==> src/ipr_pkg.sv <==
// Purpose: shared constants and types for the priority and routing store
// Assumes: one distributor clock, synchronous active-low reset
// Notes: geometry is fixed; each unit of interrupt_lines_count adds 32 interrupts (1 gives 64)
package ipr_pkg;
	localparam int          LINES_COUNT    = 1;                         // interrupt_lines_count
	localparam int          NUM_INT        = 32 * (LINES_COUNT + 1);
	localparam int          NUM_PRIO_WORDS = 8 * (LINES_COUNT + 1);
	localparam int          BANKED_WORDS   = 8;
	localparam int          NUM_BANKS      = 8;
	localparam int          FIRST_SPI      = 32;
	localparam int          NUM_SPI        = NUM_INT - FIRST_SPI;
	localparam int          NUM_LANES      = 4;
	localparam logic [15:0] PRIO_BASE      = 16'h0400;
	localparam logic [15:0] PRIO_END       = 16'h0440;                  // base + 4 * word count
	localparam logic [15:0] ROUTE_BASE     = 16'h6000;
	localparam logic [15:0] ROUTE_SPI_BASE = 16'h6100;                  // base + 8 * 32
	localparam logic [15:0] ROUTE_END      = 16'h6200;                  // base + 8 * NUM_INT
	localparam logic [1:0]  SIZE_BYTE      = 2'h0;
	localparam logic [1:0]  SIZE_WORD      = 2'h2;
	localparam logic [1:0]  SIZE_DWORD     = 2'h3;
	localparam logic [7:0]  PRIO_IMPL_MASK = 8'hF8;                     // five priority bits kept
	localparam logic [7:0]  PRIO_RESET     = 8'h00;
	localparam logic [7:0]  PRIO_IDLE      = 8'hFF;
	localparam logic [31:0] AFF_IMPL_MASK  = 32'h0000_030F;             // {lvl3,lvl2,lvl1,lvl0}
	localparam logic [31:0] AFF_RESET      = 32'h0000_0000;
	localparam logic [7:0]  NUM_PE         = 8'h08;                     // elements 0.0.0.0-0.0.0.7
	localparam logic        IRM_SUPPORTED  = 1'b1;
	localparam int          ROUTE_IRM_BIT  = 31;
	localparam logic [63:0] INT_IMPL_MASK  = 64'h7FFF_FFFF_FFFF_FFFF;   // interrupt 63 absent
	localparam logic [63:0] ROUTE_RSVD     = 64'hFFFF_FF00_7F00_0000;

	typedef enum logic [1:0] {FWD_IDLE, FWD_OFFER, FWD_SETTLE} ipr_fwd_state_t;
endpackage

==> src/ipr_sel_if.sv <==
// Purpose: carries shared-interrupt candidates to the urgency selector and its pick back
// Assumes: combinational path, sampled by the owner's clock
// Notes: prio entries are already masked to implemented bits
interface ipr_sel_if;
	import ipr_pkg::*;
	logic [NUM_SPI-1:0] cand;
	logic [7:0]         prio [NUM_SPI];
	logic               found;
	logic [4:0]         sel_idx;
	logic [7:0]         sel_prio;

	modport owner (output cand, output prio, input found, input sel_idx, input sel_prio);
	modport pick  (input cand, input prio, output found, output sel_idx, output sel_prio);
endinterface

==> src/ipr_prio_route.sv <==
// Purpose: priority words and shared-interrupt routing words with forwarding of the winner
// Assumes: one request per cycle on the register port; answer one cycle later
// Notes: byte reads return the field in bits 7:0; word reads of routing words pick a half
module ipr_prio_route import ipr_pkg::*; (
	input  wire logic        i_core_clk,
	input  wire logic        i_rstn,
	input  wire logic        i_req,
	input  wire logic        i_wr,
	input  wire logic        i_nonsecure,
	input  wire logic [1:0]  i_size,
	input  wire logic [15:0] i_addr,
	input  wire logic [63:0] i_wdata,
	input  wire logic [7:0]  i_pe_num,
	output logic             o_ack,
	output logic      [63:0] o_rdata,
	input  wire logic        i_security_disable,
	input  wire logic        i_are_secure,
	input  wire logic        i_are_nonsecure,
	input  wire logic [63:0] i_int_ns_group,
	input  wire logic [63:0] i_nsacr_grant,
	input  wire logic [31:0] i_spi_pending,
	input  wire logic        i_fwd_ack,
	output logic             o_fwd_valid,
	output logic      [9:0]  o_fwd_interrupt_number,
	output logic      [7:0]  o_fwd_prio,
	output logic      [31:0] o_fwd_affinity,
	output logic             o_fwd_any_pe,
	output logic             o_fwd_legacy
);
	logic [31:0]        prio_shared_r [BANKED_WORDS];
	logic [31:0]        prio_bank_r   [NUM_BANKS][BANKED_WORDS];
	logic [31:0]        route_aff_r   [NUM_SPI];
	logic [NUM_SPI-1:0] route_irm_r;
	logic               ack_r;
	logic [63:0]        rdata_r;
	ipr_fwd_state_t     state_r;
	logic               fwd_valid_r;
	logic [9:0]         fwd_interrupt_number_r;
	logic [7:0]         fwd_prio_r;
	logic [31:0]        fwd_aff_r;
	logic               fwd_any_r;
	logic               fwd_legacy_r;

	logic [15:0] prio_off;
	logic [15:0] route_off;
	logic        prio_hit;
	logic        route_hit;
	logic        banked;
	logic [3:0]  prio_word;
	logic [3:0]  lane_sel;
	logic [3:0]  lane_ok;
	logic [31:0] byte_mask;
	logic [31:0] cur_word;
	logic [31:0] rd_word;
	logic [31:0] new_word;
	logic [4:0]  spi_idx;
	logic        route_ok_now;
	logic [63:0] route_cur;
	logic [63:0] route_merged;
	logic [63:0] rd_data;

	ipr_sel_if sel_bus ();

	ipr_prio_select u_select (
		.i_core_clk (i_core_clk),
		.i_rstn     (i_rstn),
		.sel        (sel_bus.pick)
	);

	// affinity routing state of the interrupt's own security state
	function automatic logic are_for(input logic [5:0] m);
		if (i_security_disable || i_int_ns_group[m])
			return i_are_nonsecure;
		return i_are_secure;
	endfunction

	// may this access touch priority field m
	function automatic logic prio_ok(input logic [5:0] m);
		logic ok;
		ok = INT_IMPL_MASK[m];
		if (m[5:2] < 4'(BANKED_WORDS))
			ok = ok && !are_for(m) && i_pe_num < 8'(NUM_BANKS);
		if (i_nonsecure && !i_security_disable && !i_int_ns_group[m])
			ok = 1'b0;
		return ok;
	endfunction

	// may this access touch routing word m
	function automatic logic route_ok(input logic [5:0] m);
		logic ok;
		ok = INT_IMPL_MASK[m] && are_for(m);
		if (i_nonsecure && !i_security_disable && !i_int_ns_group[m] && !i_nsacr_grant[m])
			ok = 1'b0;
		return ok;
	endfunction

	// affinity packed as {lvl3,lvl2,lvl1,lvl0}; placed into the 64-bit layout
	function automatic logic [63:0] route_pack(input logic [31:0] aff, input logic routing_mode_bit);
		return {24'h00_0000, aff[31:24], routing_mode_bit, 7'h00, aff[23:0]};
	endfunction

	function automatic logic tgt_impl(input logic [31:0] aff);
		return aff[31:8] == 24'h00_0000 && aff[7:0] < NUM_PE;
	endfunction

	// address decode for both register arrays
	always_comb begin
		prio_off  = i_addr - PRIO_BASE;
		route_off = i_addr - ROUTE_BASE;
		prio_word = prio_off[5:2];
		prio_hit  = i_addr >= PRIO_BASE && i_addr < PRIO_END &&
			(i_size == SIZE_BYTE || (i_size == SIZE_WORD && i_addr[1:0] == 2'h0));
		lane_sel  = (i_size == SIZE_BYTE) ? 4'(4'h1 << i_addr[1:0]) : 4'hF;
		banked    = prio_word < 4'(BANKED_WORDS);
		spi_idx   = route_off[7:3];
		route_hit = i_addr >= ROUTE_SPI_BASE && i_addr < ROUTE_END &&
			((i_size == SIZE_DWORD && i_addr[2:0] == 3'h0) ||
			 (i_size == SIZE_WORD && i_addr[1:0] == 2'h0));
	end

	// per-lane view of the addressed priority word
	always_comb begin
		cur_word = banked ? prio_bank_r[i_pe_num[2:0]][prio_word[2:0]]
		                  : prio_shared_r[prio_word[2:0]];
		rd_word  = '0;
		new_word = cur_word;
		for (int l = 0; l < NUM_LANES; l++) begin
			lane_ok[l]         = lane_sel[l] && prio_ok({prio_word, 2'(l)});
			byte_mask[l*8 +: 8] = {8{lane_sel[l]}};
			if (lane_ok[l]) begin
				rd_word[l*8 +: 8]  = cur_word[l*8 +: 8];
				new_word[l*8 +: 8] = ((i_size == SIZE_BYTE) ? i_wdata[7:0] : i_wdata[l*8 +: 8])
					& PRIO_IMPL_MASK;
			end
		end
	end

	// routing word view; a half-word write merges with the other half
	always_comb begin
		route_ok_now = route_ok({1'b1, spi_idx});
		route_cur    = route_pack(route_aff_r[spi_idx], route_irm_r[spi_idx]);
		if (i_size == SIZE_DWORD)
			route_merged = i_wdata;
		else if (i_addr[2])
			route_merged = {i_wdata[31:0], route_cur[31:0]};
		else
			route_merged = {route_cur[63:32], i_wdata[31:0]};
		rd_data = '0;
		if (prio_hit) begin
			rd_data[31:0] = (i_size == SIZE_BYTE) ? 32'(rd_word >> {i_addr[1:0], 3'h0}) : rd_word;
		end else if (route_hit && route_ok_now) begin
			if (i_size == SIZE_DWORD)
				rd_data = route_cur;
			else
				rd_data[31:0] = i_addr[2] ? route_cur[63:32] : route_cur[31:0];
		end
	end

	// shared priority words; a byte write changes only its lane
	always_ff @(posedge i_core_clk) begin
		if (!i_rstn) begin
			for (int w = 0; w < BANKED_WORDS; w++)
				prio_shared_r[w] <= {NUM_LANES{PRIO_RESET}};
		end else if (i_req && i_wr && prio_hit && !banked) begin
			prio_shared_r[prio_word[2:0]] <= new_word;
		end
	end

	// per-element copies of words 0-7; elements 8 and up are shut out by prio_ok
	always_ff @(posedge i_core_clk) begin
		if (!i_rstn) begin
			for (int b = 0; b < NUM_BANKS; b++)
				for (int w = 0; w < BANKED_WORDS; w++)
					prio_bank_r[b][w] <= {NUM_LANES{PRIO_RESET}};
		end else if (i_req && i_wr && prio_hit && banked && lane_ok != 4'h0) begin
			prio_bank_r[i_pe_num[2:0]][prio_word[2:0]] <= new_word;
		end
	end

	// routing words; fields keep their old value across affinity enable, a legal unknown
	always_ff @(posedge i_core_clk) begin
		if (!i_rstn) begin
			for (int k = 0; k < NUM_SPI; k++)
				route_aff_r[k] <= AFF_RESET;
			route_irm_r <= '0;
		end else if (i_req && i_wr && route_hit && route_ok_now) begin
			if (!route_irm_r[spi_idx])
				route_aff_r[spi_idx] <= {route_merged[39:32], route_merged[23:0]} & AFF_IMPL_MASK;
			route_irm_r[spi_idx] <= route_merged[ROUTE_IRM_BIT] & IRM_SUPPORTED;
		end
	end

	// register answer; writes answer with zero data
	always_ff @(posedge i_core_clk) begin
		if (!i_rstn) begin
			ack_r   <= 1'b0;
			rdata_r <= '0;
		end else begin
			ack_r   <= i_req;
			rdata_r <= (i_req && !i_wr) ? rd_data : 64'h0000_0000_0000_0000;
		end
	end

	// candidates: pending, implemented and routable to somewhere
	always_comb begin
		for (int k = 0; k < NUM_SPI; k++) begin
			sel_bus.prio[k] = prio_shared_r[k / NUM_LANES][(k % NUM_LANES) * 8 +: 8];
			sel_bus.cand[k] = i_spi_pending[k] && INT_IMPL_MASK[FIRST_SPI + k] &&
				(!are_for(6'(FIRST_SPI + k)) || route_irm_r[k] || tgt_impl(route_aff_r[k]));
		end
	end

	// offer holds a snapshot of the settings, so a change mid-offer never splits the event
	always_ff @(posedge i_core_clk) begin
		if (!i_rstn) begin
			state_r      <= FWD_IDLE;
			fwd_valid_r  <= 1'b0;
			fwd_interrupt_number_r  <= '0;
			fwd_prio_r   <= '0;
			fwd_aff_r    <= '0;
			fwd_any_r    <= 1'b0;
			fwd_legacy_r <= 1'b0;
		end else begin
			case (state_r)
				FWD_IDLE: begin
					if (sel_bus.found) begin
						state_r      <= FWD_OFFER;
						fwd_valid_r  <= 1'b1;
						fwd_interrupt_number_r  <= 10'(FIRST_SPI) + 10'(sel_bus.sel_idx);
						fwd_prio_r   <= sel_bus.sel_prio;
						fwd_aff_r    <= route_aff_r[sel_bus.sel_idx];
						fwd_legacy_r <= !are_for({1'b1, sel_bus.sel_idx});
						fwd_any_r    <= route_irm_r[sel_bus.sel_idx] &&
							are_for({1'b1, sel_bus.sel_idx});
					end
				end
				FWD_OFFER: begin
					if (i_fwd_ack) begin
						state_r     <= FWD_SETTLE;
						fwd_valid_r <= 1'b0;
					end
				end
				// one spare cycle lets the owner drop pending, so no second delivery
				FWD_SETTLE: state_r <= FWD_IDLE;
				default: begin
					state_r     <= FWD_IDLE;
					fwd_valid_r <= 1'b0;
				end
			endcase
		end
	end

	assign o_ack          = ack_r;
	assign o_rdata        = rdata_r;
	assign o_fwd_valid    = fwd_valid_r;
	assign o_fwd_interrupt_number    = fwd_interrupt_number_r;
	assign o_fwd_prio     = fwd_prio_r;
	assign o_fwd_affinity = fwd_aff_r;
	assign o_fwd_any_pe   = fwd_any_r;
	assign o_fwd_legacy   = fwd_legacy_r;
endmodule

==> src/ipr_prio_select.sv <==
// Purpose: picks the most urgent pending shared interrupt
// Assumes: candidates are stable within a cycle
// Notes: lower value wins; ties go to the lower interrupt number
module ipr_prio_select import ipr_pkg::*; (
	input  wire logic i_core_clk,
	input  wire logic i_rstn,
	ipr_sel_if.pick   sel
);
	// linear scan; strict compare keeps the lowest number on a tie
	always_comb begin
		sel.found    = 1'b0;
		sel.sel_idx  = '0;
		sel.sel_prio = PRIO_IDLE;
		for (int k = 0; k < NUM_SPI; k++) begin
			if (sel.cand[k] && (!sel.found || sel.prio[k] < sel.sel_prio)) begin
				sel.found    = 1'b1;
				sel.sel_idx  = 5'(k);
				sel.sel_prio = sel.prio[k];
			end
		end
	end
endmodule

==> config.mk <==
export PLATFORM = sky130hd
export DESIGN_NAME = ipr_prio_route
export DESIGN_NICKNAME = d
export VERILOG_FILES = /design/src/ipr_pkg.sv /design/src/ipr_sel_if.sv /design/src/ipr_prio_route.sv /design/src/ipr_prio_select.sv
export SDC_FILE = /design/constraint.sdc
export NUM_CORES = 2
export LEC_CHECK = 0
export ABC_AREA = 1
export BUFFER_PORTS_ARGS = -buffer_cell sky130_fd_sc_hd__buf_2
export CAP_MARGIN = 20
export CELL_PAD_IN_SITES_DETAIL_PLACEMENT = 0
export CELL_PAD_IN_SITES_GLOBAL_PLACEMENT = 1
export CORE_MARGIN = 4
export CORE_UTILIZATION = 27
export CTS_BUF_LIST = sky130_fd_sc_hd__clkbuf_4
export CTS_CLUSTER_SIZE = 16
export DETAILED_ROUTE_END_ITERATION = 16
export MAX_ROUTING_LAYER = met4
export PLACE_DENSITY_LB_ADDON = 0.1
export SKIP_CTS_REPAIR_TIMING = 1
export SLEW_MARGIN = 20
export SYNTH_ARGS = -nofsm -noshare
export SYNTH_HDL_FRONTEND = slang
export SYNTH_SLANG_ARGS = --single-unit
export TNS_END_PERCENT = 30
==> constraint.sdc <==
create_clock -name i_core_clk -period 79.6 [get_ports i_core_clk]
set_input_delay 3.98 -clock i_core_clk [delete_from_list [all_inputs] [get_ports i_core_clk]]
set_output_delay 3.98 -clock i_core_clk [all_outputs]
set_load 0.02 [all_outputs]
======== Word level (Yosys, flattened, before mapping) ========
Memories as Yosys holds them, arrays and structs flattened. A register that Yosys moved wholly into a read port is not among the register bits.
Cells that the tools add are included.
storage, ports and cells
  flip-flop bits (word level) ............. 152
  memory bits (writable) .................. 2,496
  bits in read-only memories .............. 64
  input port bits ......................... 259
  output and inout bits ................... 118
  word-level logic and storage cells ...... 798
  memories kept ........................... 6
memories
  memory           words  bits a word  read ports  clocked after Yosys merged registers in  write ports  RTL line              source
  prio_bank_r      8      256          1           0                                        8            ipr_prio_route.sv:31  logic [31:0] prio_bank_r [NUM_BANKS][BANKED_WORDS];
  prio_shared_r    8      32           9           0                                        8            ipr_prio_route.sv:30  logic [31:0] prio_shared_r [BANKED_WORDS];
  route_aff_r      32     6            33          1                                        32           ipr_prio_route.sv:32  logic [31:0] route_aff_r [NUM_SPI];
  (no name shown)  32     1            1           0                                        0            ipr_prio_route.sv:91  ok = INT_IMPL_MASK[m] && are_for(m);
  (no name shown)  16     1            1           0                                        0            ipr_prio_route.sv:80  ok = INT_IMPL_MASK[m];
  (no name shown)  16     1            1           0                                        0            ipr_prio_route.sv:80
cells by class
  add/sub/neg operators ................... 3
  magnitude comparators ................... 78
  eq/ne operators ......................... 6
  shift operators ......................... 2
  muxes and demuxes ....................... 303
  bitwise logic cells ..................... 6
  reduce and logical (&&, ||, !) cells .... 382
operators with widths
  operator                                                number
  two-way mux 256 bit                                     3
  zero test 24 bit                                        31
  two-way mux 32 bit                                      12
  two-way mux 8 bit                                       42
  < comparator 8 x 4 -> 1 bit (second input constant)     32
  OR reduction 256 bit                                    1
  < comparator 8 bit                                      30
  two-way mux 1 bit                                       195
  logical OR 1 bit                                        131
  logical AND 1 bit                                       130
  binary-select mux 32 bit (select 3 bit)                 1
  demux 32 bit (select 3 bit)                             1
  two-way mux 5 bit                                       16
  zero test 1 bit                                         76
  < comparator 6 x 7 -> 1 bit (second input constant)     6
  two-way mux 4 bit                                       9
  bitwise mux 32 bit                                      1
  OR reduction 32 bit                                     1
  right shift 32 x 5 -> 32 bit                            1
  binary-select mux 1 bit (select 5 bit)                  5
  two-way mux 3 bit                                       6
  binary-select mux 1 bit (select 4 bit)                  4
  >= comparator 16 x 11 -> 1 bit (second input constant)  1
  >= comparator 16 x 15 -> 1 bit (second input constant)  1
  29 further kinds                                        44

======== Depth between registers and ports, before layout ========
  word-level depth ........................ 140
  depth in mapped cells ................... 379
  gate-level depth less buffers ........... 347

======== By module ========
A second synthesis with hierarchy kept.
unflattened totals
  cells, all modules ...................... 14,084
  area, all modules ....................... 128,184.2 µm²
modules (own cells, without submodules)
  module           instances  cells each  area each (µm²)  sequential area each (µm²)
  ipr_prio_route   1          12,262      118,766.4        76,753.6
  ipr_prio_select  1          1,822       9,417.8          0.0

======== Least setup slack after synthesis ========
No wires, ideal clock.
  path kind ............................... in2reg
  start point ............................. input port i_security_disable
  end point ............................... register fwd_any_r, in the netlist o_fwd_any_pe
  setup time .............................. 68 ps
  data arrival time ....................... 41,477 ps
  required time ........................... 79,532 ps
  setup slack ............................. 38,055 ps
  stages on the path ...................... 310
  buffers on the path ..................... 32
  path through ............................ buf_6 -> inv_4 -> nand2_1 -> nor2_1 -> nor2_2 -> nand2_2 -> nand2_2 -> nor2_1 -> ha_1 -> a21oi_1 -> nor2_1 -> a211oi_1 -> nand2_2 -> nand2_4 -> nand2_4 -> buf_6 -> o21ai_0 -> ha_1 -> [... 274 more ...] -> nor2_1 -> a211oi_1 -> nand2_1 -> nand2_2 -> nand2_8 -> nand2_4 -> buf_12 -> buf_12 -> nand2_2 -> o21ai_1 -> nand2_1 -> o211ai_1 -> nand3_1 -> nand2_1 -> nand2_1 -> nand2_1 -> nand3_1 -> a21oi_2
between the ends
  longest elaborated chain between the ends .. 140
  elaborated cells between the ends (all ways) .. 443
  classes of those cells .................. order compare (30); mux (165); reduce/logical (248)
RTL lines
  element                                                 RTL line               source
  start: declaration                                      ipr_prio_route.sv:16   input wire logic i_security_disable,
  logical OR 1 bit                                        ipr_prio_route.sv:72   if (i_security_disable || i_int_ns_group[m])
  two-way mux 1 bit                                       ipr_prio_route.sv:72
  two-way mux 1 bit                                       ipr_prio_route.sv:74   return i_are_secure;
  zero test 1 bit                                         ipr_prio_route.sv:209  (!are_for(6'(FIRST_SPI + k)) || route_irm_r[k] || tgt_impl(route_aff_r[k]));
  logical OR 1 bit (2 in a row)                           ipr_prio_route.sv:209
  logical AND 1 bit                                       ipr_prio_route.sv:208  sel_bus.cand[k] = i_spi_pending[k] && INT_IMPL_MASK[FIRST_SPI + k] &&
  two-way mux 8 bit or two-way mux 1 bit (tied branches)  ipr_prio_select.sv:15  if (sel.cand[k] && (!sel.found || sel.prio[k] < sel.sel_prio)) begin
  < comparator 8 bit or zero test 1 bit (tied branches)   ipr_prio_select.sv:15
  [... 123 more ...]                                      -
  two-way mux 1 bit                                       ipr_prio_route.sv:226  if (sel_bus.found) begin
  two-way mux 1 bit                                       ipr_prio_route.sv:224  case (state_r)
  two-way mux 1 bit                                       ipr_prio_route.sv:215  if (!i_rstn) begin
  two-way mux 1 bit                                       ipr_prio_route.sv:74
  two-way mux 1 bit                                       ipr_prio_route.sv:226
  two-way mux 1 bit                                       ipr_prio_route.sv:224
  two-way mux 1 bit                                       ipr_prio_route.sv:215
  logical AND 1 bit                                       ipr_prio_route.sv:233  fwd_any_r <= route_irm_r[sel_bus.sel_idx] &&
  end signal: assignment                                  ipr_prio_route.sv:233
  end: declaration                                        ipr_prio_route.sv:41   logic fwd_any_r;
Parallel ways exist; a longest one is shown, timed or not. The select of a mux whose other input is x is not followed.
A chain may end at the register's enable or synchronous reset.

======== Final worst setup path ========
  start point ............................. input port i_security_disable
  end point ............................... register fwd_aff_r[0], in the netlist o_fwd_affinity[0], read port of route_aff_r
between the ends
  longest elaborated chain between the ends .. 129
  elaborated cells between the ends (all ways) .. 429
  classes of those cells .................. order compare (30); mux (153); reduce/logical (246)
RTL lines
  element                                                 RTL line               source
  logical OR 1 bit                                        ipr_prio_route.sv:72
  two-way mux 1 bit                                       ipr_prio_route.sv:72
  two-way mux 1 bit                                       ipr_prio_route.sv:74
  zero test 1 bit                                         ipr_prio_route.sv:209
  logical OR 1 bit (2 in a row)                           ipr_prio_route.sv:209
  logical AND 1 bit                                       ipr_prio_route.sv:208
  two-way mux 8 bit or two-way mux 1 bit (tied branches)  ipr_prio_select.sv:15
  < comparator 8 bit or zero test 1 bit (tied branches)   ipr_prio_select.sv:15
  [... 112 more ...]                                      -
  logical OR 1 bit                                        ipr_prio_select.sv:15
  logical AND 1 bit                                       ipr_prio_select.sv:15
  two-way mux 8 bit or two-way mux 1 bit (tied branches)  ipr_prio_select.sv:15
  < comparator 8 bit or zero test 1 bit (tied branches)   ipr_prio_select.sv:15
  logical OR 1 bit                                        ipr_prio_select.sv:15
  logical AND 1 bit                                       ipr_prio_select.sv:15
  two-way mux 1 bit                                       ipr_prio_select.sv:15
  AND reduction 2 bit (no source line)                    -
  end: declaration                                        ipr_prio_route.sv:40   logic [31:0] fwd_aff_r;
Parallel ways exist; a longest one is shown, timed or not.

==> metrics.md <==
| Metric | Value |
|---|---|
| Status | finished, final reports clean |
| Synthesized area | 120600 µm² |
| Crit path DAT | 58.67 ns |
| CP most frequent cell | nand2_1 |
| Total congestion overflow | 0 |
| Int Power | 0.002386 W |
| Sum Neg Setup Slack | 0 ns |
| Post-synth top cells | nor2_1, edfxtp_1, nand2_1, clkbuf_1, o22ai_1 |
| Met2 Wirelength | 281.8 mm |
| Critical Path RT | 81.11 ns |
| EDFF count, synth | 2496 |
| Crit path launch | i_security_disable |
| Synthesized instance count | 11420 |
| Clock Path Buffers | 4 |
| Clock power frac | 0.369 |
| CTS sink cnt | 2586 |
| Avg Inst Size Synth | 10.56 µm² |
| Number of routed nets with antenna violations | 0 |
| Dpl hpwl | 380.3 mm |
| # IOs | 377 |
| Gpl congestion | 0.9211 |
| Crit path to | o_fwd_affinity[0] |
| Slew @ Worst Pin | 1.369 ns |
| DR vias | 96890 |
| Fin nets | 12290 |
| Pre-antenna DRT Iters | 6 |
| Multi-input logic area | 38940 µm² |
| CTS tree | yes |
| Pin count of the biggest net entering global routing | 88 |
| Drt drc | 0 |
| Total track usage | 0.2579 |
| Die width | 676.2 µm |
| Synth unique cells | 73 |
| Slew Limit Fails | 0 |
| CTS buffer count | 747 |
| Most common cell in the netlist | nor2_1 |
| Number of global-route vias before repair | 95310 |
| Async S/R FF share, synth | 0 |
| Sw Share | 0.3298 |
| # port buffers | 242 |
| Worst-path maximum fanout | 46 |
| Design area | 138500 µm² |
| Final setup violation count | 0 |
| Row count | 245 |
| Die area | 457300 µm² |
| FF+latch area | 76750 µm² |
| Met1 Routed Length | 252.5 mm |
| Clock transition at path regs | 0.06 ns |
| Root Buffer | clkbuf_4 |
| Die Span Y | 676.2 µm |
| Top cells by area, synth | edfxtp_1, nor2_1, nand2_1, clkbuf_1, o22ai_1 |
| P_leak | 52.64 nW |
| WL met3 | 36.61 mm |
| Reg-to-Reg Start | route_aff_r[0][3] |
| DRT Wirelength | 593.7 mm |
| Synthesis-to-layout area growth | 14.91% |
| RSZ-0062 raised after global routing | false |
| Register share of total power | 0.437 |
| Worst-Skew Late Latency | 1.65 ns |
| R2R setup slack | 24.84 ns |
| Post-synthesis sequential area ratio | 0.6366 |
| Maximum VDD drop | 0.00001417 V |
| Combinational share of power | 0.194 |
| Worst min-delay path class | reg2reg |
| Slowest library cell on the worst path | buf_4 |
| Uppermost routed layer | met4 |
| Layout cells sized above 1 | 0.1781 |
| Maximum clock frequency | 17.49 MHz |
| Area leader, netlist | edfxtp_1 |
| Core area | 445100 µm² |
| CP max stage delay | 0.69 ns |
| Clock Skew | 0.1601 ns |
| Register bit count reported by yosys | 2586 |
| Net load switching power | 0.001174 W |
| CP Class | in2reg |
| WL per Instance | 32.26 µm |
| Top FF cell, synth | edfxtp_1 |
| Final min period | 57.16 ns |
| H-tree levels | 6 |
| Period utilisation layout | 0.7181 |
| Slew HR | 0.08673 |
| Reg2reg path depth | 256 |
| Total of max-cap violations | 0 |
| Initial antenna violation count | 43 |
| Cell Area, Placed | 128600 µm² |
| Top cell type's share of synthesized area | 0.6217 |
| Vias per cell | 5.264 |
| Reg-to-Reg End | o_fwd_affinity[0] |
| Warnings from Yosys | 0 |
| Final Hold Violating Endpoints | 0 |
| Filler cell count | 46340 |
| Setup crit start kind | input port |
| Drt initial violations | 10760 |
| First-pass GRT wire length | 804.1 mm |
| Crit. End Element | flip-flop |
| PD cells | 25.70 nW/µm² |
| Initial Util | 0.2709 |
-- final cells by class --
| cell class | instances | share of cell area |
|---|---|---|
| flip-flops and latches | 2586 | 0.5541 |
| multi-input cells | 7554 | 0.2811 |
| clock buffers | 1118 | 0.06059 |
| well taps | 5928 | 0.05354 |
| repair buffers | 613 | 0.03000 |
| inverters | 376 | 0.01056 |
| clock inverters | 192 | 0.009466 |
| diodes | 38 | 0.0006864 |
-- power by group through the flow --
stage | Clock [W] | Combinational (W) | Sequential [W]
6_report | 0.00131 | 0.000691 | 0.00155
5_1_grt | 0.00143 | 0.000737 | 0.00156
4_1_cts | 0.00135 | 0.000689 | 0.00155
3_5_place_dp | 0 | 0.000687 | 0.00158
3_3_place_gp | 0 | 0.000688 | 0.00158
2_1_floorplan | 0 | 0.000411 | 0.00158
-- critical path: cells and delay by family --
family | cells | cell delay [ns]
adder cells (fa/ha/maj) | 30 | 9.40
AND/OR/NAND/NOR | 135 | 18.78
buffers and inverters | 7 | 1.53
AO/OA/AOI/OAI | 88 | 24.42
-- layer usage --
layer | up-vias | track usage
met2 | 4037 | 0.4172
met1 | 49850 | 0.3305
li1 | 42150 | -
met4 | 0 | 0.08950
met5 | - | -
met3 | 852 | 0.03712
-- registers in the layout (all words and copies together), names as in the netlist --
signal                  cells
o_fwd_valid                 1
o_fwd_interrupt_number      6
o_ack                       1
o_fwd_legacy                1
o_fwd_prio                  8
o_fwd_affinity              6
o_rdata                    32
state_r                     2
prio_shared_r             256
prio_bank_r              2048
o_fwd_any_pe                1
route_irm_r                32
route_aff_r               192
-- cell usage in the layout, fill, tap and decap left out, drive strengths merged, types with 163 or more instances in the layout --
master | synthesis | layout
edfxtp | 2496 | 2496
o22ai | 435 | 435
clkbuf | 771 | 1120
buf | 198 | 611
nor2 | 2888 | 2888
a21oi | 236 | 236
inv | 355 | 378
o21ai | 439 | 439
nand3 | 321 | 321
nand2 | 1689 | 1689
a22oi | 312 | 312
clkinv | 21 | 163
nand4 | 174 | 174
a221oi | 211 | 211
-- worst min-delay path by stage --
stage | slack (ns) | start | endpoint | depth (start not counted)
after floorplan | 0.42 | route_irm_r[31] | route_irm_r[31] | 2
after global placement | 0.44 | route_irm_r[31] | route_irm_r[31] | 2
after detailed placement | 0.43 | route_irm_r[31] | route_irm_r[31] | 2
after CTS | 0.44 | route_irm_r[31] | route_irm_r[31] | 2
after global routing | 0.48 | route_irm_r[31] | route_irm_r[31] | 2
final | 0.44 | route_irm_r[31] | route_irm_r[31] | 2
-- per-stage QoR --
step | worst slack [ns] | total power (W) | cells | hold WS (ns) | utilization
6_report | 22.44 | 0.003561 | 18410 | 0.4424 | 0.3112
5_1_grt | 18.39 | 0.003720 | 18390 | 0.4823 | 0.3112
4_1_cts | 23.16 | 0.003597 | 18360 | 0.4433 | 0.3108
3_5_place_dp | 21.59 | 0.002271 | 17050 | 0.4340 | 0.2890
3_3_place_gp | 21.05 | 0.002270 | 17050 | 0.4368 | 0.2888
2_1_floorplan | 38.06 | 0.001991 | 11490 | 0.4203 | -
-- cell families after synthesis --
family / synth area share
AO/OA/AOI/OAI: 0.1206
adder cells (fa/ha/maj): 0.01619
buffers and inverters: 0.05042
flip-flops: 0.6366
other: 0.00003111
AND/OR/NAND/NOR: 0.1761
Note: power is estimated with default switching activity, not from simulation.
